===== src/cpms_pkg.sv =====
// Purpose: Shared constants and types for the control pin mode select
// Assumes: APB byte addresses, 32-bit data, 8-bit serial registers
// Notes: Serial frame is address byte then data byte, MSB first
package cpms_pkg;
  // ==========================================================
  // APB register map
  localparam int unsigned APB_AW = 8;
  localparam int unsigned APB_DW = 32;
  localparam logic [7:0] OFS_STATUS = 8'h00;
  localparam logic [7:0] OFS_IRQ_STAT = 8'h04;
  localparam logic [7:0] OFS_IRQ_MASK = 8'h08;
  localparam logic [7:0] OFS_SREG = 8'h0C;
  // STATUS bit positions
  localparam int unsigned ST_RST_PIN = 0;
  localparam int unsigned ST_READOUT = 1;
  localparam int unsigned ST_STANDBY = 2;
  localparam int unsigned ST_OE = 3;
  localparam int unsigned ST_INIT = 4;
  // Interrupt events
  localparam int unsigned IRQ_W = 3;
  localparam int unsigned EV_SER_WR = 0;
  localparam int unsigned EV_RANGE = 1;
  localparam int unsigned EV_INIT = 2;
  localparam logic [2:0] IRQ_MASK_RST = 3'h0;
  // ==========================================================
  // Serial programming interface
  localparam int unsigned SER_AW = 8;
  localparam int unsigned SER_DW = 8;
  localparam int unsigned SER_FRAME = 16;
  localparam int unsigned SER_CW = 5;
  localparam logic [7:0] SA_CTRL = 8'h00;
  localparam logic [7:0] SA_PWR = 8'h01;
  localparam logic [7:0] SA_MISC = 8'h02;
  localparam int unsigned CTRL_READOUT = 0;
  localparam int unsigned CTRL_SWRST = 1;
  localparam int unsigned PWR_STANDBY = 0;
  localparam logic [7:0] SER_CTRL_RST = 8'h00;
  localparam logic [7:0] SER_PWR_RST = 8'h00;
  localparam logic [7:0] SER_MISC_RST = 8'h00;
  // ==========================================================
  // Types
  typedef struct packed {
    logic serial_clock_pin;
    logic serial_data_pin;
    logic serial_enable_pin;
  } cpms_ser_pins_t;
  typedef struct packed {
    logic stb;
    logic [SER_AW-1:0] addr;
    logic [SER_DW-1:0] data;
  } cpms_ser_wr_t;
  typedef enum logic [2:0] {
    CPMS_S_IDLE = 3'b001,
    CPMS_S_ADDR = 3'b010,
    CPMS_S_DATA = 3'b100
  } cpms_ser_state_t;
endpackage : cpms_pkg


===== src/cpms_ser_shift.sv =====
// Purpose: Serial frame shifter with register readback shift-out
// Assumes: Pins synchronous to pclk; pclk much faster than the serial clock
// Notes: A frame aborts when the enable pin rises or mode is lost
`timescale 1ns/10ps
`default_nettype none
module cpms_ser_shift (
  // Clock and reset
  input wire logic pclk,
  input wire logic presetn,
  // Pins and mode
  input wire cpms_pkg::cpms_ser_pins_t pins,
  input wire logic enable,
  input wire logic readout,
  // Readback source
  output logic [cpms_pkg::SER_AW-1:0] rd_addr,
  input wire logic [cpms_pkg::SER_DW-1:0] rdata,
  // Results
  output logic rb_bit,
  output cpms_pkg::cpms_ser_wr_t wr
);
  import cpms_pkg::*;
  localparam logic [SER_CW-1:0] ADDR_LAST = SER_CW'(SER_AW - 1);
  localparam logic [SER_CW-1:0] FRAME_LAST = SER_CW'(SER_FRAME - 1);
  typedef struct packed {
    cpms_ser_state_t st;
    logic clk_prev;
    logic loaded;
    logic [SER_CW-1:0] cnt;
    logic [SER_FRAME-1:0] sh;
    logic [SER_DW-1:0] rsh;
    logic rb;
    cpms_ser_wr_t wr;
  } cpms_ser_reg_t;
  cpms_ser_reg_t q;
  cpms_ser_reg_t d;
  logic rise;
  logic stop;
  assign rise = pins.serial_clock_pin & ~q.clk_prev;
  assign stop = ~enable | pins.serial_enable_pin;
  assign rd_addr = q.sh[SER_AW-1:0];
  assign rb_bit = q.rb;
  assign wr = q.wr;
  always_comb begin
    d = q;
    d.clk_prev = pins.serial_clock_pin;
    d.wr.stb = 1'b0;
    case (q.st)
      CPMS_S_IDLE: begin
        d.cnt = '0;
        d.loaded = 1'b0;
        d.rb = 1'b0;
        if (!stop) d.st = CPMS_S_ADDR;
      end
      CPMS_S_ADDR: begin
        if (stop) begin
          d.st = CPMS_S_IDLE;
        end else if (rise) begin
          d.sh = {q.sh[SER_FRAME-2:0], pins.serial_data_pin};
          d.cnt = q.cnt + 1'b1;
          if (q.cnt == ADDR_LAST) d.st = CPMS_S_DATA;
        end
      end
      CPMS_S_DATA: begin
        if (stop) begin
          d.st = CPMS_S_IDLE;
        end else if (!q.loaded) begin
          // MSB is presented before the first data clock edge
          d.loaded = 1'b1;
          d.rb = readout & rdata[SER_DW-1];
          d.rsh = {rdata[SER_DW-2:0], 1'b0};
        end else if (rise) begin
          d.sh = {q.sh[SER_FRAME-2:0], pins.serial_data_pin};
          d.cnt = q.cnt + 1'b1;
          d.rb = readout & q.rsh[SER_DW-1];
          d.rsh = {q.rsh[SER_DW-2:0], 1'b0};
          if (q.cnt == FRAME_LAST) begin
            d.st = CPMS_S_IDLE;
            d.wr.stb = 1'b1;
            d.wr.addr = d.sh[SER_FRAME-1:SER_DW];
            d.wr.data = d.sh[SER_DW-1:0];
          end
        end
      end
      default: d.st = CPMS_S_IDLE;
    endcase
  end
  always_ff @(posedge pclk or negedge presetn) begin
    if (!presetn) q <= '{st: CPMS_S_IDLE, default: '0};
    else q <= d;
  end
endmodule : cpms_ser_shift
`default_nettype wire


===== src/cpms_out_buf.sv =====
// Purpose: Registered output buffers for converter data and clock
// Assumes: Enable pin is synchronous to pclk
// Notes: Output enables are active low; high means high impedance
`timescale 1ns/10ps
`default_nettype none
module cpms_out_buf #(
  parameter int unsigned DW = 12
) (
  // Clock and reset
  input wire logic pclk,
  input wire logic presetn,
  // Sources
  input wire logic oe_pin,
  input wire logic [DW-1:0] data_in,
  input wire logic dclk_in,
  // Buffered pins
  output logic [DW-1:0] data_out,
  output logic data_oe_n,
  output logic clk_out,
  output logic clk_oe_n
);
  if (DW < 1 || DW > 32) begin : g_bad_dw
    $error("cpms_out_buf: DW must be 1 to 32");
  end
  typedef struct packed {
    logic [DW-1:0] data;
    logic doe_n;
    logic clk;
    logic coe_n;
  } cpms_ob_reg_t;
  cpms_ob_reg_t q;
  cpms_ob_reg_t d;
  always_comb begin
    d.data = data_in;
    d.clk = dclk_in;
    d.doe_n = ~oe_pin;
    d.coe_n = ~oe_pin;
  end
  always_ff @(posedge pclk or negedge presetn) begin
    if (!presetn) q <= '{doe_n: 1'b1, coe_n: 1'b1, default: '0};
    else q <= d;
  end
  assign data_out = q.data;
  assign data_oe_n = q.doe_n;
  assign clk_out = q.clk;
  assign clk_oe_n = q.coe_n;
endmodule : cpms_out_buf
`default_nettype wire


===== src/cpms_top.sv =====
// Purpose: Control pin mode select for a converter's control pins
// Assumes: All pins synchronous to pclk (40 MHz), APB slave access
// Notes: Serial registers are held at defaults while reset_pin is high
//
// Overview of operation
// - Output buffers enabled while enable pin high
// - Readback bit 0 drives out-of-range flag
// - Readback bit 1 shifts register reads out
// - Reset pin high holds registers at default
// - Reset high: enable pin not serial enable
// - Serial clock used only while reset low
// - Data pin is standby control when reset high
// - Serial enable honoured only while reset low
//
// Decided for this implementation: the register addresses and the APB slave port.
`timescale 1ns/10ps
`default_nettype none
module cpms_top #(
  parameter int unsigned ADC_W = 12
) (
  // Clock and reset
  input wire logic pclk,
  input wire logic presetn,
  // APB slave
  input wire logic [cpms_pkg::APB_AW-1:0] paddr,
  input wire logic psel,
  input wire logic penable,
  input wire logic pwrite,
  input wire logic [cpms_pkg::APB_DW-1:0] pwdata,
  output logic [cpms_pkg::APB_DW-1:0] prdata,
  output logic pready,
  output logic pslverr,
  // Control pins
  input wire logic reset_pin,
  input wire cpms_pkg::cpms_ser_pins_t ser_pins,
  input wire logic output_buffer_enable_pin,
  // Converter core
  input wire logic adc_overrange,
  input wire logic [ADC_W-1:0] adc_data,
  input wire logic adc_dclk,
  // Pin outputs
  output logic overrange_or_readout_pin,
  output logic standby,
  output logic [ADC_W-1:0] data_out,
  output logic data_oe_n,
  output logic clk_out,
  output logic clk_oe_n,
  // Interrupt
  output logic irq
);
  import cpms_pkg::*;

  // ==========================================================
  // Elaboration checks
  if (ADC_W < 1 || ADC_W > 32) begin : g_bad_w
    $error("cpms_top: ADC_W must be 1 to 32");
  end

  // ==========================================================
  // Helpers
  function automatic logic apb_hit(
    input logic [APB_AW-1:0] a,
    input logic [APB_AW-1:0] ofs
  );
    apb_hit = (a == ofs);
  endfunction : apb_hit

  function automatic logic [SER_DW-1:0] ser_read(
    input logic [SER_AW-1:0] a,
    input logic [SER_DW-1:0] ctrl,
    input logic [SER_DW-1:0] pwr,
    input logic [SER_DW-1:0] misc
  );
    case (a)
      SA_CTRL: ser_read = ctrl;
      SA_PWR: ser_read = pwr;
      SA_MISC: ser_read = misc;
      default: ser_read = '0;
    endcase
  endfunction : ser_read

  // ==========================================================
  // State
  typedef struct packed {
    logic [SER_DW-1:0] ser_ctrl;
    logic [SER_DW-1:0] ser_pwr;
    logic [SER_DW-1:0] ser_misc;
    logic [IRQ_W-1:0] irq_stat;
    logic [IRQ_W-1:0] irq_mask;
    logic init_done;
    logic rst_prev;
    logic range_q;
    logic range_prev;
    logic rb_pin;
    logic standby;
    logic irq;
    logic [APB_DW-1:0] prdata;
    logic pready;
    logic pslverr;
  } cpms_top_reg_t;

  cpms_top_reg_t q;
  cpms_top_reg_t d;

  // ==========================================================
  // Serial interface
  cpms_ser_wr_t ser_wr;
  logic [SER_AW-1:0] ser_rd_addr;
  logic [SER_DW-1:0] ser_rdata;
  logic rb_bit;
  logic readout;
  logic ser_enable;

  assign readout = q.ser_ctrl[CTRL_READOUT];
  // Serial pins only act as a port while reset_pin is low
  assign ser_enable = ~reset_pin;
  assign ser_rdata = ser_read(ser_rd_addr, q.ser_ctrl, q.ser_pwr,
                              q.ser_misc);

  cpms_ser_shift u_ser (
    .pclk(pclk),
    .presetn(presetn),
    .pins(ser_pins),
    .enable(ser_enable),
    .readout(readout),
    .rd_addr(ser_rd_addr),
    .rdata(ser_rdata),
    .rb_bit(rb_bit),
    .wr(ser_wr)
  );

  // ==========================================================
  // Output buffers
  cpms_out_buf #(
    .DW(ADC_W)
  ) u_ob (
    .pclk(pclk),
    .presetn(presetn),
    .oe_pin(output_buffer_enable_pin),
    .data_in(adc_data),
    .dclk_in(adc_dclk),
    .data_out(data_out),
    .data_oe_n(data_oe_n),
    .clk_out(clk_out),
    .clk_oe_n(clk_oe_n)
  );

  // ==========================================================
  // Next state
  logic acc_wr;
  logic swrst;
  logic ser_ok;
  logic [IRQ_W-1:0] ev;
  logic [IRQ_W-1:0] w1c;

  always_comb begin
    d = q;
    acc_wr = psel & penable & q.pready & pwrite;
    ser_ok = ser_wr.stb & ~reset_pin;
    swrst = ser_ok & (ser_wr.addr == SA_CTRL) &
            ser_wr.data[CTRL_SWRST];
    ev = '0;
    w1c = '0;

    // Serial register bank
    if (reset_pin) begin
      // Tied high: registers stay at their defaults
      d.ser_ctrl = SER_CTRL_RST;
      d.ser_pwr = SER_PWR_RST;
      d.ser_misc = SER_MISC_RST;
    end else if (swrst) begin
      // Software reset initialises the bank in place of a pin pulse
      d.ser_ctrl = SER_CTRL_RST;
      d.ser_pwr = SER_PWR_RST;
      d.ser_misc = SER_MISC_RST;
    end else if (ser_ok) begin
      case (ser_wr.addr)
        SA_CTRL: begin
          d.ser_ctrl = ser_wr.data;
          d.ser_ctrl[CTRL_SWRST] = 1'b0;
        end
        SA_PWR: begin
          // Readback mode protects PWR and MISC from stray writes; CTRL stays writable
          if (!readout) d.ser_pwr = ser_wr.data;
        end
        SA_MISC: begin
          if (!readout) d.ser_misc = ser_wr.data;
        end
        default: begin
          d.ser_misc = q.ser_misc;
        end
      endcase
    end

    // Pin history
    d.rst_prev = reset_pin;
    d.range_q = adc_overrange;
    d.range_prev = q.range_q;

    // Initialisation seen: pin pulse falling, tie-high or software reset
    if ((q.rst_prev & ~reset_pin) | reset_pin | swrst) begin
      d.init_done = 1'b1;
    end

    // Events
    ev[EV_SER_WR] = ser_ok;
    ev[EV_RANGE] = q.range_q & ~q.range_prev;
    ev[EV_INIT] = (q.rst_prev & ~reset_pin) | swrst;

    // Interrupt status and mask; a new event wins over its clear
    if (acc_wr && apb_hit(paddr, OFS_IRQ_STAT)) begin
      w1c = pwdata[IRQ_W-1:0];
    end
    if (acc_wr && apb_hit(paddr, OFS_IRQ_MASK)) begin
      d.irq_mask = pwdata[IRQ_W-1:0];
    end
    d.irq_stat = (q.irq_stat & ~w1c) | ev;
    d.irq = |(d.irq_stat & d.irq_mask);

    // Shared pin: flag or readback shift-out
    if (readout) begin
      d.rb_pin = rb_bit;
    end else begin
      d.rb_pin = q.range_q;
    end

    // Standby: data pin while tied high, else register bit
    if (reset_pin) begin
      d.standby = ser_pins.serial_data_pin;
    end else begin
      d.standby = q.ser_pwr[PWR_STANDBY];
    end

    // APB: answer in the cycle after setup, one wait-free access
    d.pready = 1'b0;
    d.pslverr = 1'b0;
    d.prdata = '0;
    if (psel && !penable) begin
      d.pready = 1'b1;
      if (apb_hit(paddr, OFS_STATUS)) begin
        d.prdata[ST_RST_PIN] = reset_pin;
        d.prdata[ST_READOUT] = readout;
        d.prdata[ST_STANDBY] = q.standby;
        d.prdata[ST_OE] = output_buffer_enable_pin;
        d.prdata[ST_INIT] = q.init_done;
      end else if (apb_hit(paddr, OFS_IRQ_STAT)) begin
        d.prdata[IRQ_W-1:0] = q.irq_stat;
      end else if (apb_hit(paddr, OFS_IRQ_MASK)) begin
        d.prdata[IRQ_W-1:0] = q.irq_mask;
      end else if (apb_hit(paddr, OFS_SREG)) begin
        d.prdata[3*SER_DW-1:0] = {q.ser_misc, q.ser_pwr, q.ser_ctrl};
      end else begin
        d.pslverr = 1'b1;
      end
    end
  end

  // ==========================================================
  // Registers
  always_ff @(posedge pclk or negedge presetn) begin
    if (!presetn) begin
      q <= '{ser_ctrl: SER_CTRL_RST,
             ser_pwr: SER_PWR_RST,
             ser_misc: SER_MISC_RST,
             irq_mask: IRQ_MASK_RST,
             default: '0};
    end else begin
      q <= d;
    end
  end

  // ==========================================================
  // Outputs
  assign prdata = q.prdata;
  assign pready = q.pready;
  assign pslverr = q.pslverr;
  assign overrange_or_readout_pin = q.rb_pin;
  assign standby = q.standby;
  assign irq = q.irq;
endmodule : cpms_top
`default_nettype wire


===== config.mk =====
export PLATFORM = sky130hd
export DESIGN_NAME = cpms_top
export DESIGN_NICKNAME = d
export VERILOG_FILES = /design/src/cpms_pkg.sv /design/src/cpms_ser_shift.sv /design/src/cpms_out_buf.sv /design/src/cpms_top.sv
export SDC_FILE = /design/constraint.sdc
export NUM_CORES = 1
export LEC_CHECK = 0
export BUFFER_PORTS_ARGS = -buffer_cell sky130_fd_sc_hd__buf_2
export CELL_PAD_IN_SITES_DETAIL_PLACEMENT = 0
export CELL_PAD_IN_SITES_GLOBAL_PLACEMENT = 2
export CORE_MARGIN = 2
export CORE_UTILIZATION = 32
export DETAILED_ROUTE_END_ITERATION = 10
export PLACE_DENSITY = 0.87
export SYNTH_ARGS = -nofsm -noshare
export SYNTH_HDL_FRONTEND = slang
export SYNTH_HIERARCHICAL = 1
export SYNTH_SLANG_ARGS = --single-unit

===== constraint.sdc =====
create_clock -name pclk -period 2.5 [get_ports pclk]
set_input_delay 0.5 -clock pclk [delete_from_list [all_inputs] [get_ports pclk]]
set_output_delay 0.5 -clock pclk [all_outputs]
set_load 0.1 [all_outputs]

==> out/qor.csv, run 1 <==
stage;metric;value;unit
worst_setup_path;worst path arrival time;2.63;ns
sta;max-slew violations;0;
global_routing;Tot GR Track Use;0.132;
drt;detailed-route via count;3809;
floorplanning;row count;48;
synthesis;post-synthesis cell area;5720;um^2
clock_tree;clk sink count;126;
worst_setup_path;Worst Reg-to-Reg Cells;6;
sta;number of endpoints with negative hold slack in the final report;0;
hold_path;Hold WC Path Type;in -> async;
floorplanning;Initial Utilization;0.329;
clock_tree;total CTS buffers;17;
synthesis;synth top area cells;sky130_fd_sc_hd__dfrtp_1 54%, sky130_fd_sc_hd__buf_4 8.0%, sky130_fd_sc_hd__mux2i_1 4.4%;
synthesis;count of distinct cell types in the synthesized netlist;62;
final_layout;number of antenna diodes;0;
sta;worst max-slew margin expressed relative to the limit;0.562;
final_layout;count of filler cells inserted in the layout;1698;
placed_design;half-perimeter wire length of the detailed placement result;8110;um
clock_tree;maximum clock insertion buffer count;2;
final_layout;storage element area;3160;um^2
synthesis;total of warnings raised by yosys;6;
worst_setup_path;category of the worst setup path capture point;flop;
clock_tree;Hold Buf Count CTS;0;
global_routing;via count of the first global-routing pass;3793;
synthesis;Syn Inst Count;524;
drt;DRT antenna net count;0;
status;outcome;finished, final reports clean;
placed_design;final weighted congestion in routability-driven placement;0.811;
placed_design;Buffers on Ports;78;
worst_setup_path;crit path kind;reg -> reg;
floorplanning;area of the core region;17400;um^2
global_routing;GRT overflow;0;
drt;first-pass iteration count of the detailed router;4;
worst_setup_path;startpoint class of the critical path;flop;
sta;final total negative setup slack;0;ns
sta;final number of setup-violating endpoints;0;
worst_setup_path;highest fanout seen on the critical path;8;
floorplanning;height of the die;138;um
sta;RSZ-0062 raised after global routing;no;
clock_tree;later-pin clock latency in the skew report;0.41;ns
placed_design;cell total after placement;769;
drt;DRT iter0 DRCs;257;
final_layout;final instance area;6530;um^2
sta;post-layout minimum cycle time;2.34;ns
synthesis;number of synthesized register bits;126;
global_routing;largest net degree at the start of global routing;127;
final_layout;post-synthesis to final-layout area growth;14.1;%
synthesis;cell type with the highest aggregate area in the netlist;sky130_fd_sc_hd__dfrtp_1;
power;total chip power;0.00475;W
synthesis;Main synth FF type;sky130_fd_sc_hd__dfrtp_1;
synthesis;sequential area share after synthesis;0.552;
sta;pin slew with the least headroom to its limit;0.657;ns
clock_tree;Post-CTS Setup Bufs;0;
sta;highest clock rate;428;MHz
drt;number of remaining DRC errors;0;
floorplanning;die area;19000;um^2
clock_tree;clock-pin slew of the registers on the worst-case setup and hold paths;0.05;ns
final_layout;fin cells;798;
final_layout;proportion of layout cells with a drive suffix above 1;0.267;
clock_tree;root buffer cell;sky130_fd_sc_hd__clkbuf_16;
synthesis;post-synthesis async set-or-reset flop share;1.00;
drt;number of vias per cell;4.77;
synthesis;Post-synth EDFFs;0;
synthesis;Avg Synthesized Cell Area;10.9;um^2
sta;clock skew after layout;0.0103;ns
sta;share of the clock period used by the worst path after layout;0.935;
power;leakage;3.11;nW
floorplanning;Ports;116;
drt;routed length per placed instance;14.7;um
power;VDD IR-drop max;0.000470;V
placed_design;Placement Cell Area;5970;um^2
power;P per Cell Area;727;nW/um^2
clock_tree;H-tree depth;4;
clock_tree;Resized cells post-CTS;0;
run;Max-Cap Viols;0;
clock_tree;clock tree from TritonCTS;done;
drt;Total Routed Length;11700;um
global_routing;antenna violations before repair;0;
synthesis;area share of the leading cell type in the synthesized netlist;0.543;
worst_setup_path;CP Data Required Time;2.79;ns
global_routing;wire length of the first global-routing pass;19200;um
final_layout;Post-layout nets;629;
floorplanning;horizontal die dimension;138;um
final_layout;area used by multi-input combinational logic;2000;um^2
synth_stat cells (2+ instances only):
library cell                instances
sky130_fd_sc_hd__inv_1              9
sky130_fd_sc_hd__nand4_1            2
sky130_fd_sc_hd__buf_2              2
sky130_fd_sc_hd__buf_6              4
sky130_fd_sc_hd__nand3b_1           7
sky130_fd_sc_hd__or4_4              2
sky130_fd_sc_hd__o22ai_1            4
sky130_fd_sc_hd__and2b_1            2
sky130_fd_sc_hd__mux2i_1           25
sky130_fd_sc_hd__clkbuf_1           9
sky130_fd_sc_hd__or3_1              3
sky130_fd_sc_hd__o211ai_1           2
sky130_fd_sc_hd__a21oi_1           21
sky130_fd_sc_hd__and2_1            20
sky130_fd_sc_hd__nor3_1             5
sky130_fd_sc_hd__dfrtp_1          124
sky130_fd_sc_hd__nor2_1            40
sky130_fd_sc_hd__nand2b_1           7
sky130_fd_sc_hd__ha_1               2
sky130_fd_sc_hd__o21ai_0           25
sky130_fd_sc_hd__o41ai_1            2
sky130_fd_sc_hd__nor2b_1            7
sky130_fd_sc_hd__a221o_1            5
sky130_fd_sc_hd__a2bb2oi_1          2
sky130_fd_sc_hd__mux2_2            19
sky130_fd_sc_hd__and3_1             2
sky130_fd_sc_hd__nand2_1           64
sky130_fd_sc_hd__nand3_1            8
sky130_fd_sc_hd__dfstp_2            2
sky130_fd_sc_hd__buf_4             61
sky130_fd_sc_hd__nor4_1             6
registers in the layout, summed over array words and instances, names as in the netlist, 8 cells and up:
signal and flops:
prdata 24, q 32, u_ob/data_out 12, u_ser/q 24, u_ser/rd_addr 8, u_ser/wr 17
through the flow:
step                       util  hold slack [ns]  worst slack (ns)
after floorplan               -            0.204             0.176
after global placement    0.344            0.387             0.185
after detailed placement  0.344            0.393             0.166
after CTS                 0.376            0.170             0.145
after global routing      0.376            0.164            0.0119
final                     0.376            0.184             0.163
logic make-up (layout without fill, tap and decap cells):
kind of cell	Yosys count	after routing	synth area share
adder cells (fa/ha/maj)	2	2	0.00438
AND/OR/NAND/NOR	192	192	0.180
flip-flops	126	126	0.552
AO/OA/AOI/OAI	72	72	0.0784
buffers and inverters	87	129	0.103
other	1	8	0.000656
multiplexers	44	44	0.0812
cell usage in the layout (no fill, tap or decap), types with 6 or more instances in the layout:
| cell | Yosys | layout |
|---|---|---|
| sky130_fd_sc_hd__dfrtp_1 | 124 | 124 |
| sky130_fd_sc_hd__buf_2 | 2 | 77 |
| sky130_fd_sc_hd__nand2_1 | 64 | 64 |
| sky130_fd_sc_hd__nor2_1 | 40 | 40 |
| sky130_fd_sc_hd__o21ai_0 | 25 | 25 |
| sky130_fd_sc_hd__mux2i_1 | 25 | 25 |
| sky130_fd_sc_hd__a21oi_1 | 21 | 21 |
| sky130_fd_sc_hd__and2_1 | 20 | 20 |
| sky130_fd_sc_hd__mux2_2 | 19 | 19 |
| sky130_fd_sc_hd__clkbuf_16 | 0 | 17 |
| sky130_fd_sc_hd__buf_4 | 61 | 13 |
| sky130_fd_sc_hd__inv_1 | 9 | 9 |
| sky130_fd_sc_hd__nand3_1 | 8 | 8 |
| sky130_fd_sc_hd__conb_1 | 1 | 8 |
| sky130_fd_sc_hd__nor2b_1 | 7 | 7 |
| sky130_fd_sc_hd__nand2b_1 | 7 | 7 |
| sky130_fd_sc_hd__nand3b_1 | 7 | 7 |
| sky130_fd_sc_hd__nor4_1 | 6 | 6 |
area by class of cell:
class	count	area share
Multi-Input combinational cell	318	0.306
Tap cell	225	0.0431
Clock buffer	21	0.0706
Clock inverter	8	0.0142
Sequential cell	126	0.484
Timing Repair Buffer	91	0.0771
Inverter	9	0.00518
where the power goes:
| part | switching (W) | internal (W) | total (W) | leakage, nW |
|---|---|---|---|---|
| combinational | 0.000274 | 0.0000619 | 0.000336 | 1.16 |
| sequential | 0.0000171 | 0.00207 | 0.00209 | 1.68 |
| clock | 0.000833 | 0.00149 | 0.00232 | 0.274 |
layer usage:
layer / routed length (um) / track usage
met5: 0 / 0
met3: 402 / 0.0357
met4: 240 / 0.0613
met2: 5700 / 0.208
met1: 5390 / 0.170
worst paths after layout:
kind / slack, ns / endpoint / from
max: 0.16 / q[61]$_DFFE_PN0P_ / u_ser/wr[13]$_DFFE_PN0P_
min: 0.18 / u_ob/data_out[1]$_DFF_PN0_ / presetn
max reg2reg: 0.16 / q[61]$_DFFE_PN0P_ / u_ser/wr[13]$_DFFE_PN0P_
min reg2reg: 0.41 / q[37]$_DFF_PN0_ / d[37]$_DFF_PN0_
max in group asynchronous: 1.83 / u_ser/q[50]$_DFFE_PN0P_ / presetn
min in group pclk: 0.19 / u_ob/data_out[1]$_DFF_PN0_ / adc_data[1]
critical path: stages, from the launching register on:
cell and delay, ns:
sky130_fd_sc_hd__dfrtp_1 0.37, sky130_fd_sc_hd__or4_4 0.55, sky130_fd_sc_hd__or4b_4 0.54, sky130_fd_sc_hd__nor4b_2 0.24
sky130_fd_sc_hd__buf_4 0.24, sky130_fd_sc_hd__mux2i_1 0.22, sky130_fd_sc_hd__nor2_1 0.06
No activity file was read; power rests on OpenSTA's default activity.
==> run 2: changes to the inputs <==
--- a/config.mk
+++ b/config.mk
@@ -5,14 +5,14 @@
 export SDC_FILE = /design/constraint.sdc
 export NUM_CORES = 1
 export LEC_CHECK = 0
-export BUFFER_PORTS_ARGS = -buffer_cell sky130_fd_sc_hd__buf_2
+export BUFFER_PORTS_ARGS = -buffer_cell sky130_fd_sc_hd__buf_4
 export CELL_PAD_IN_SITES_DETAIL_PLACEMENT = 0
 export CELL_PAD_IN_SITES_GLOBAL_PLACEMENT = 2
 export CORE_MARGIN = 2
 export CORE_UTILIZATION = 32
 export DETAILED_ROUTE_END_ITERATION = 10
+export GPL_ROUTABILITY_DRIVEN = 1
 export PLACE_DENSITY = 0.87
 export SYNTH_ARGS = -nofsm -noshare
 export SYNTH_HDL_FRONTEND = slang
-export SYNTH_HIERARCHICAL = 1
 export SYNTH_SLANG_ARGS = --single-unit
==> out/qor.csv, run 2 <==
stage;metric;value;unit;change
worst_setup_path;Worst Reg-to-Reg Cells;7;;+1
sta;final number of setup-violating endpoints;0;;unchanged
clock_tree;H-tree depth;4;;unchanged
drt;routed length per placed instance;14.7;um;-0.34%
floorplanning;area of the core region;16500;um^2;-4.8%
final_layout;max reg flops;32;;unchanged
global_routing;via count of the first global-routing pass;3605;;-5.0%
floorplanning;horizontal die dimension;134;um;-2.7%
synthesis;count of distinct cell types in the synthesized netlist;55;;-11%
sta;RSZ-0062 raised after global routing;no;;
clock_tree;Resized cells post-CTS;0;;unchanged
synthesis;Main synth FF type;sky130_fd_sc_hd__dfrtp_1;;
sta;number of endpoints with negative hold slack in the final report;0;;unchanged
drt;number of remaining DRC errors;0;;unchanged
drt;first-pass iteration count of the detailed router;5;;+1
sta;final total negative setup slack;0;ns;unchanged
worst_setup_path;CP Data Required Time;2.79;ns;about the same
synthesis;most frequent cell after synthesis;sky130_fd_sc_hd__dfrtp_1;;
global_routing;antenna violations before repair;0;;unchanged
drt;number of vias per cell;4.61;;-3.4%
clock_tree;clock tree from TritonCTS;done;;
power;leakage;3.19;nW;+2.5%
worst_setup_path;crit path kind;reg -> reg;;
final_layout;proportion of layout cells with a drive suffix above 1;0.320;;+0.0526
synthesis;post-synthesis cell area;5410;um^2;-5.4%
synthesis;Syn Inst Count;461;;-12%
clock_tree;clk sink count;126;;unchanged
clock_tree;clock-pin slew of the registers on the worst-case setup and hold paths;0.06;ns;about the same
floorplanning;die area;18000;um^2;-5.2%
global_routing;wire length of the first global-routing pass;18500;um;-3.9%
drt;detailed-route via count;3481;;-8.6%
final_layout;final instance area;6740;um^2;+3.3%
placed_design;half-perimeter wire length of the detailed placement result;7950;um;-1.9%
synthesis;number of synthesized register bits;126;;unchanged
worst_setup_path;worst path arrival time;2.24;ns;-0.39 ns
global_routing;GRT overflow;0;;unchanged
clock_tree;Hold Buf Count CTS;0;;unchanged
synthesis;cell type with the highest aggregate area in the netlist;sky130_fd_sc_hd__dfrtp_1;;
floorplanning;row count;47;;-2.1%
synthesis;total of warnings raised by yosys;0;;-6
floorplanning;Initial Utilization;0.327;;-0.00204
clock_tree;root buffer cell;sky130_fd_sc_hd__clkbuf_16;;
synthesis;Post-synth EDFFs;0;;unchanged
final_layout;register with the most flip-flops;q;;
synthesis;Avg Synthesized Cell Area;11.7;um^2;+7.5%
final_layout;Post-layout nets;588;;-6.5%
drt;DRT iter0 DRCs;206;;-20%
run;Max-Cap Viols;0;;unchanged
sta;post-layout minimum cycle time;1.94;ns;-0.393 ns
sta;clock skew after layout;0.00641;ns;-0.00390 ns
floorplanning;Ports;116;;unchanged
clock_tree;total CTS buffers;17;;unchanged
power;VDD IR-drop max;0.000493;V;+5.0%
final_layout;number of antenna diodes;0;;unchanged
synthesis;synth top area cells;sky130_fd_sc_hd__dfrtp_1 57%, sky130_fd_sc_hd__mux2_2 7.5%, sky130_fd_sc_hd__mux2i_1 5.2%;;
worst_setup_path;flop-to-flop setup slack;0.56;ns;+0.39 ns
final_layout;post-synthesis to final-layout area growth;24.6;%;
drt;DRT antenna net count;0;;unchanged
power;P per Cell Area;781;nW/um^2;+7.4%
placed_design;final weighted congestion in routability-driven placement;0.808;;-0.33%
final_layout;count of filler cells inserted in the layout;1578;;-7.1%
synthesis;sequential area share after synthesis;0.583;;+0.0314
placed_design;Buffers on Ports;78;;unchanged
clock_tree;maximum clock insertion buffer count;2;;unchanged
sta;worst max-slew margin expressed relative to the limit;0.576;;+0.0138
drt;Total Routed Length;11100;um;-5.7%
status;outcome;finished, final reports clean;;
final_layout;commonest non-fill, non-tap cell in the layout;sky130_fd_sc_hd__dfrtp_1;;
synthesis;post-synthesis async set-or-reset flop share;1.00;;unchanged
drt;met2 WL post-DR;5610;um;-1.6%
worst_setup_path;startpoint class of the critical path;flop;;
sta;max-slew violations;0;;unchanged
sta;highest clock rate;514;MHz;+20%
drt;highest metal layer with signal wires;met4;;
clock_tree;later-pin clock latency in the skew report;0.41;ns;about the same
hold_path;Hold WC Path Type;in -> async;;
drt;met1 WL;4820;um;-11%
sta;share of the clock period used by the worst path after layout;0.777;;-0.157
floorplanning;height of the die;134;um;-2.7%
placed_design;Placement Cell Area;6060;um^2;+1.4%
synthesis;most common library cells after synthesis;124 x sky130_fd_sc_hd__dfrtp_1, 37 x sky130_fd_sc_hd__nand2_1, 36 x sky130_fd_sc_hd__mux2_2;;
global_routing;largest net degree at the start of global routing;40;;-69%
final_layout;fin cells;755;;-5.4%
synthesis;area share of the leading cell type in the synthesized netlist;0.574;;+0.0309
placed_design;cell total after placement;723;;-6.0%
drt;wire length on met3;460;um;+14%
global_routing;Tot GR Track Use;0.132;;-0.000566
worst_setup_path;category of the worst setup path capture point;flop;;
worst_setup_path;highest fanout seen on the critical path;17;;+9
final_layout;top library cells by usage in the layout, fill and taps aside;124 x sky130_fd_sc_hd__dfrtp_1, 87 x sky130_fd_sc_hd__buf_4, 37 x sky130_fd_sc_hd__nand2_1, 36 x sky130_fd_sc_hd__mux2_2, 35 x sky130_fd_sc_hd__nor2_1;;
sta;pin slew with the least headroom to its limit;0.636;ns;-0.0207 ns
clock_tree;Post-CTS Setup Bufs;0;;unchanged
==> run 2: cell count changes after synthesis, sizes merged, moves of 4 or more <==
cell / previous run / this run
a21oi: 21 / 17
a31oi: 0 / 6
buf: 68 / 45
mux2: 19 / 36
nand2: 65 / 37
nand2b: 7 / 2
nor2: 42 / 36
o21ai: 27 / 17
==> run 2: layout make-up <==
type                       instances  area (um^2)  area share
clock buffer                      17          425      0.0631
clock inverter                    15          255      0.0379
inverter                          10         37.5     0.00557
multi-input combinational        278         1900       0.281
sequential                       126         3160       0.468
tap                              220          275      0.0408
timing repair buffer              89          693       0.103
==> run 2: path summary, 6_finish.rpt <==
check / start / endpoint
min: presetn / q[52]$_DFFE_PN0P_
max in group asynchronous: presetn / u_ob.data_oe_n$_DFF_PN1_
max reg2reg: u_ser.q[42]$_DFFE_PN0P_ / u_ser.wr[6]$_DFFE_PN0P_
min in group pclk: adc_data[5] / u_ob.data_out[5]$_DFF_PN0_
min reg2reg: d[37]$_DFF_PN0_ / q[37]$_DFF_PN0_
max: u_ser.q[42]$_DFFE_PN0P_ / u_ser.wr[6]$_DFFE_PN0P_
==> run 2: cells by family after synthesis <==
kind of cell,after synthesis,share of synthesized area
other,1,0.000693
AO/OA/AOI/OAI,58,0.0659
multiplexers,64,0.127
flip-flops,126,0.583
buffers and inverters,64,0.0731
AND/OR/NAND/NOR,145,0.144
adder cells (fa/ha/maj),2,0.00463
XOR/XNOR,1,0.00162
==> run 2: metal layers <==
layer / track usage / vias up
met5: 0 / -
met4: 0.0538 / 0
met3: 0.0412 / 11
met2: 0.216 / 74
met1: 0.163 / 1743
li1: - / 1653
==> run 2: worst max-delay path, stage by stage (launching register included) <==
cell and delay (ns):
sky130_fd_sc_hd__dfrtp_1 0.40, sky130_fd_sc_hd__ha_1 0.25, sky130_fd_sc_hd__and3_1 0.19, sky130_fd_sc_hd__ha_1 0.17, sky130_fd_sc_hd__nand3_1 0.09, sky130_fd_sc_hd__or2_1 0.10, sky130_fd_sc_hd__buf_4 0.25, sky130_fd_sc_hd__mux2_2 0.37
==> run 2: metrics by stage <==
stage | setup WS [ns] | hold slack (ns) | power (W) | utilization
after floorplan | 0.345 | 0.204 | 0.00234 | -
after detailed placement | 0.438 | 0.367 | 0.00247 | 0.367
after global placement | 0.445 | 0.362 | 0.00247 | 0.367
final | 0.556 | 0.0232 | 0.00526 | 0.408
after CTS | 0.539 | 0.0178 | 0.00533 | 0.408
after global routing | 0.325 | 0.0368 | 0.00544 | 0.408
==> run 2: power breakdown <==
| group | leakage, nW | switching [W] | total (W) | internal (W) |
|---|---|---|---|---|
| clock | 0.334 | 0.000943 | 0.00283 | 0.00189 |
| sequential | 1.69 | 0.0000175 | 0.00208 | 0.00206 |
| combinational | 1.17 | 0.000266 | 0.000350 | 0.0000836 |
| total | 3.19 | 0.00123 | 0.00526 | 0.00404 |
==> run 3: changes to the inputs <==
--- a/config.mk
+++ b/config.mk
@@ -5,6 +5,7 @@
 export SDC_FILE = /design/constraint.sdc
 export NUM_CORES = 1
 export LEC_CHECK = 0
+export ABC_AREA = 1
 export BUFFER_PORTS_ARGS = -buffer_cell sky130_fd_sc_hd__buf_4
 export CELL_PAD_IN_SITES_DETAIL_PLACEMENT = 0
 export CELL_PAD_IN_SITES_GLOBAL_PLACEMENT = 2
@@ -12,7 +13,7 @@
 export CORE_UTILIZATION = 32
 export DETAILED_ROUTE_END_ITERATION = 10
 export GPL_ROUTABILITY_DRIVEN = 1
-export PLACE_DENSITY = 0.87
+export PLACE_DENSITY = 0.89
 export SYNTH_ARGS = -nofsm -noshare
 export SYNTH_HDL_FRONTEND = slang
 export SYNTH_SLANG_ARGS = --single-unit
==> constraint.sdc (replaced) <==
create_clock -name pclk -period 1.9 [get_ports pclk]
set_input_delay 0.38 -clock pclk [delete_from_list [all_inputs] [get_ports pclk]]
set_output_delay 0.38 -clock pclk [all_outputs]
set_load 0.1 [all_outputs]
==> out/qor.csv, run 3 <==
stage;metric;value;unit;change
final_layout;max reg flops;32;;unchanged
floorplanning;height of the die;136;um;+1.4%
synthesis;sequential area share after synthesis;0.566;;-0.0169
final_layout;area used by multi-input combinational logic;1900;um^2;unchanged
synthesis;count of distinct cell types in the synthesized netlist;35;;-36%
final_layout;post-synthesis to final-layout area growth;24.4;%;
placed_design;half-perimeter wire length of the detailed placement result;8750;um;+10%
power;share of power burned in registers;0.398;;+0.003
placed_design;Buffers on Ports;78;;unchanged
synthesis;post-synthesis async set-or-reset flop share;1.00;;unchanged
floorplanning;area of the core region;17200;um^2;+3.9%
final_layout;commonest non-fill, non-tap cell in the layout;sky130_fd_sc_hd__nand2_1;;
global_routing;GRT overflow;0;;unchanged
final_layout;Post-layout nets;777;;+32%
floorplanning;row count;48;;+2.1%
clock_tree;total CTS buffers;17;;unchanged
placed_design;cell total after placement;916;;+27%
final_layout;share of the core filled with cells in the final layout;0.403;;-0.00448
sta;RSZ-0062 raised after global routing;no;;
drt;number of remaining DRC errors;0;;unchanged
power;switching power;0.00189;W;+54%
clock_tree;H-tree depth;4;;unchanged
worst_setup_path;highest fanout seen on the critical path;22;;+5
final_layout;register with the most flip-flops;q;;
synthesis;synth top area cells;sky130_fd_sc_hd__dfrtp_1 56%, sky130_fd_sc_hd__nand2_1 14%, sky130_fd_sc_hd__buf_4 4.6%;;
drt;DRT iter0 DRCs;248;;+20%
drt;first-pass iteration count of the detailed router;4;;-1
synthesis;total of warnings raised by yosys;0;;unchanged
clock_tree;maximum clock insertion buffer count;2;;unchanged
sta;final total negative setup slack;0;ns;unchanged
floorplanning;Ports;116;;unchanged
clock_tree;clock-pin slew of the registers on the worst-case setup and hold paths;0.06;ns;about the same
worst_setup_path;startpoint class of the critical path;flop;;
power;power share of the clock group;0.480;;-0.058
hold_path;Hold WC Path Type;in -> reg;;
global_routing;via count of the first global-routing pass;4154;;+15%
worst_setup_path;Critical Path Most Common Cell;sky130_fd_sc_hd__nand2_1;;
drt;number of vias per cell;4.45;;-3.5%
global_routing;Tot GR Track Use;0.140;;+0.00828
worst_setup_path;cell-by-cell listing of the critical path;ha_1 > nand2_1 > nor2_1 > ha_1 > inv_1 > nor2_1 > nand2_1 > buf_4 > nand2_1 > o21ai_1;;
worst_setup_path;CP Data Required Time;2.19;ns;-0.60 ns
sta;pin slew with the least headroom to its limit;0.521;ns;-0.115 ns
power;leakage;3.41;nW;+7.0%
worst_setup_path;category of the worst setup path capture point;flop;;
final_layout;proportion of layout cells with a drive suffix above 1;0.224;;-0.0959
worst_setup_path;crit path kind;reg -> reg;;
synthesis;Avg Synthesized Cell Area;8.73;um^2;-26%
run;Max-Cap Viols;0;;unchanged
clock_tree;root buffer cell;sky130_fd_sc_hd__clkbuf_16;;
sta;post-layout minimum cycle time;1.64;ns;-0.304 ns
final_layout;storage element area;3160;um^2;unchanged
drt;DRT antenna net count;0;;unchanged
global_routing;antenna violations before repair;0;;unchanged
synthesis;area share of the leading cell type in the synthesized netlist;0.557;;-0.0166
global_routing;wire length of the first global-routing pass;20200;um;+9.6%
power;combinational share of power;0.122;;+0.056
synthesis;Syn Inst Count;638;;+38%
clock_tree;clock tree from TritonCTS;done;;
placed_design;DP Worst Slack;0.258;ns;-0.180 ns
power;P per Cell Area;1050;nW/um^2;+35%
placed_design;final weighted congestion in routability-driven placement;0.831;;+2.9%
power;Sw Ratio;0.258;;+0.0252
sta;highest clock rate;610;MHz;+19%
worst_setup_path;Max stage delay on crit path;0.38;ns;-0.02 ns
sta;share of the clock period used by the worst path after layout;0.863;;+0.0856
synthesis;most common library cells after synthesis;204 x sky130_fd_sc_hd__nand2_1, 124 x sky130_fd_sc_hd__dfrtp_1, 50 x sky130_fd_sc_hd__nor2_1;;
sta;worst max-slew margin expressed relative to the limit;0.653;;+0.0765
clock_tree;Post-CTS Setup Bufs;0;;unchanged
worst_setup_path;worst path arrival time;1.93;ns;-0.31 ns
floorplanning;horizontal die dimension;136;um;+1.4%
sta;final number of setup-violating endpoints;0;;unchanged
floorplanning;die area;18500;um^2;+2.9%
power;VDD IR-drop max;0.000661;V;+34%
final_layout;fin cells;949;;+26%
drt;Total Routed Length;12000;um;+8.4%
global_routing;largest net degree at the start of global routing;83;;+110%
final_layout;count of filler cells inserted in the layout;1723;;+9.2%
synthesis;Main synth FF type;sky130_fd_sc_hd__dfrtp_1;;
sta;max-slew violations;0;;unchanged
worst_setup_path;library cell contributing the largest single delay on the critical path;sky130_fd_sc_hd__dfrtp_1;;
sta;number of endpoints with negative hold slack in the final report;0;;unchanged
drt;routed length per placed instance;12.6;um;-14%
synthesis;most frequent cell after synthesis;sky130_fd_sc_hd__nand2_1;;
final_layout;top library cells by usage in the layout, fill and taps aside;204 x sky130_fd_sc_hd__nand2_1, 124 x sky130_fd_sc_hd__dfrtp_1, 91 x sky130_fd_sc_hd__buf_4, 50 x sky130_fd_sc_hd__nor2_1, 48 x sky130_fd_sc_hd__inv_1;;
sta;clock skew after layout;0.00529;ns;-0.00113 ns
synthesis;Post-synth EDFFs;0;;unchanged
clock_tree;clk sink count;126;;unchanged
drt;detailed-route via count;4221;;+21%
synthesis;number of synthesized register bits;126;;unchanged
status;outcome;finished, final reports clean;;
floorplanning;Initial Utilization;0.324;;-0.00303
clock_tree;later-pin clock latency in the skew report;0.42;ns;about the same
synthesis;cell type with the highest aggregate area in the netlist;sky130_fd_sc_hd__dfrtp_1;;
synthesis;post-synthesis cell area;5570;um^2;+3.0%
sta;minimum setup slack in the final design;0.260;ns;-0.296 ns
final_layout;number of antenna diodes;0;;unchanged
power;cell-internal power;0.00541;W;+34%
run 3: cell types whose count changed after synthesis, moves of 7 or more:
| cell | before | now |
|---|---|---|
| sky130_fd_sc_hd__nand2_1 | 37 | 204 |
| sky130_fd_sc_hd__o21ai_1 | 0 | 39 |
| sky130_fd_sc_hd__inv_1 | 10 | 48 |
| sky130_fd_sc_hd__mux2_2 | 36 | 0 |
| sky130_fd_sc_hd__mux2i_1 | 28 | 0 |
| sky130_fd_sc_hd__nand3_1 | 12 | 38 |
| sky130_fd_sc_hd__and2_1 | 21 | 1 |
| sky130_fd_sc_hd__nor2_1 | 35 | 50 |
| sky130_fd_sc_hd__inv_2 | 0 | 11 |
| sky130_fd_sc_hd__nor2_2 | 1 | 11 |
| sky130_fd_sc_hd__nand3b_1 | 7 | 0 |
| sky130_fd_sc_hd__o21ai_0 | 17 | 10 |
run 3: cell families (layout without fill, tap and decap cells):
logic type / after synthesis / after routing / share of synthesized area
AO/OA/AOI/OAI: 71 / 71 / 0.0690
flip-flops: 126 / 126 / 0.566
adder cells (fa/ha/maj): 2 / 2 / 0.00449
XOR/XNOR: 1 / 1 / 0.00157
buffers and inverters: 106 / 185 / 0.0977
AND/OR/NAND/NOR: 331 / 331 / 0.260
other: 1 / 8 / 0.000673
run 3: stage by stage:
step | area, um^2 | hold slack, ns | power, W
3_3_place_gp | 6280 | 0.181 | 0.00383
2_1_floorplan | 5600 | 0.0844 | 0.00357
5_1_grt | 6930 | 0.0459 | 0.00759
6_report | 6930 | 0.0672 | 0.00730
3_5_place_dp | 6280 | 0.182 | 0.00385
4_1_cts | 6930 | 0.0465 | 0.00738
run 3: power groups by stage:
stage,combinational [W],sequential (W),clock [W]
after global routing,0.000987,0.00292,0.00369
final,0.000891,0.00290,0.00350
after detailed placement,0.000896,0.00295,0
after global placement,0.000884,0.00295,0
after floorplan,0.000485,0.00308,0
after CTS,0.000900,0.00290,0.00357
run 3: worst max-delay path: cells and delay by family (launching register included):
kind,cells,cell delay (ns)
AO/OA/AOI/OAI,1,0.07
adder cells (fa/ha/maj),2,0.34
buffers and inverters,2,0.26
flip-flops,1,0.38
AND/OR/NAND/NOR,5,0.46
run 3: area by class of cell:
cell class,count,area share
Clock buffer,21,0.0650
Clock inverter,11,0.0273
Inverter,59,0.0320
Multi-Input combinational cell,413,0.274
Sequential cell,126,0.455
Tap cell,225,0.0406
Timing Repair Buffer,94,0.106
run 3: final timing paths:
| kind | start | end | slack, ns | depth (start not counted) |
|---|---|---|---|---|
| max in group asynchronous | presetn | u_ser.q[49]$_DFFE_PN1P_ | 0.90 | 3 |
| worst min-delay path | adc_data[11] | u_ob.data_out[11]$_DFF_PN0_ | 0.07 | 1 |
| min in group asynchronous | presetn | prdata[18]$_DFF_PN0_ | 0.30 | 2 |
| worst max-delay path | u_ser.q[42]$_DFFE_PN0P_ | u_ser.wr[6]$_DFFE_PN0P_ | 0.26 | 10 |
| worst min register to register | d[37]$_DFF_PN0_ | q[37]$_DFF_PN0_ | 0.37 | 0 |
| worst max register to register | u_ser.q[42]$_DFFE_PN0P_ | u_ser.wr[6]$_DFFE_PN0P_ | 0.26 | 10 |
run 3: repair_timing:
item | 4_1_cts | 5_1_grt
hold buffers | 1 | 0
hold endpoints to repair | 2 | 0
gates resized for setup | 0 | 0
endpoints found under the setup margin | 0 | 0
run 3: metal layers:
layer	vias to the layer above	share of wire	GRT usage
met1	2003	0.47	0.181
li1	2124	-	-
met3	14	0.042	0.0347
met4	0	0.016	0.0573
met2	80	0.48	0.226
met5	-	0	0
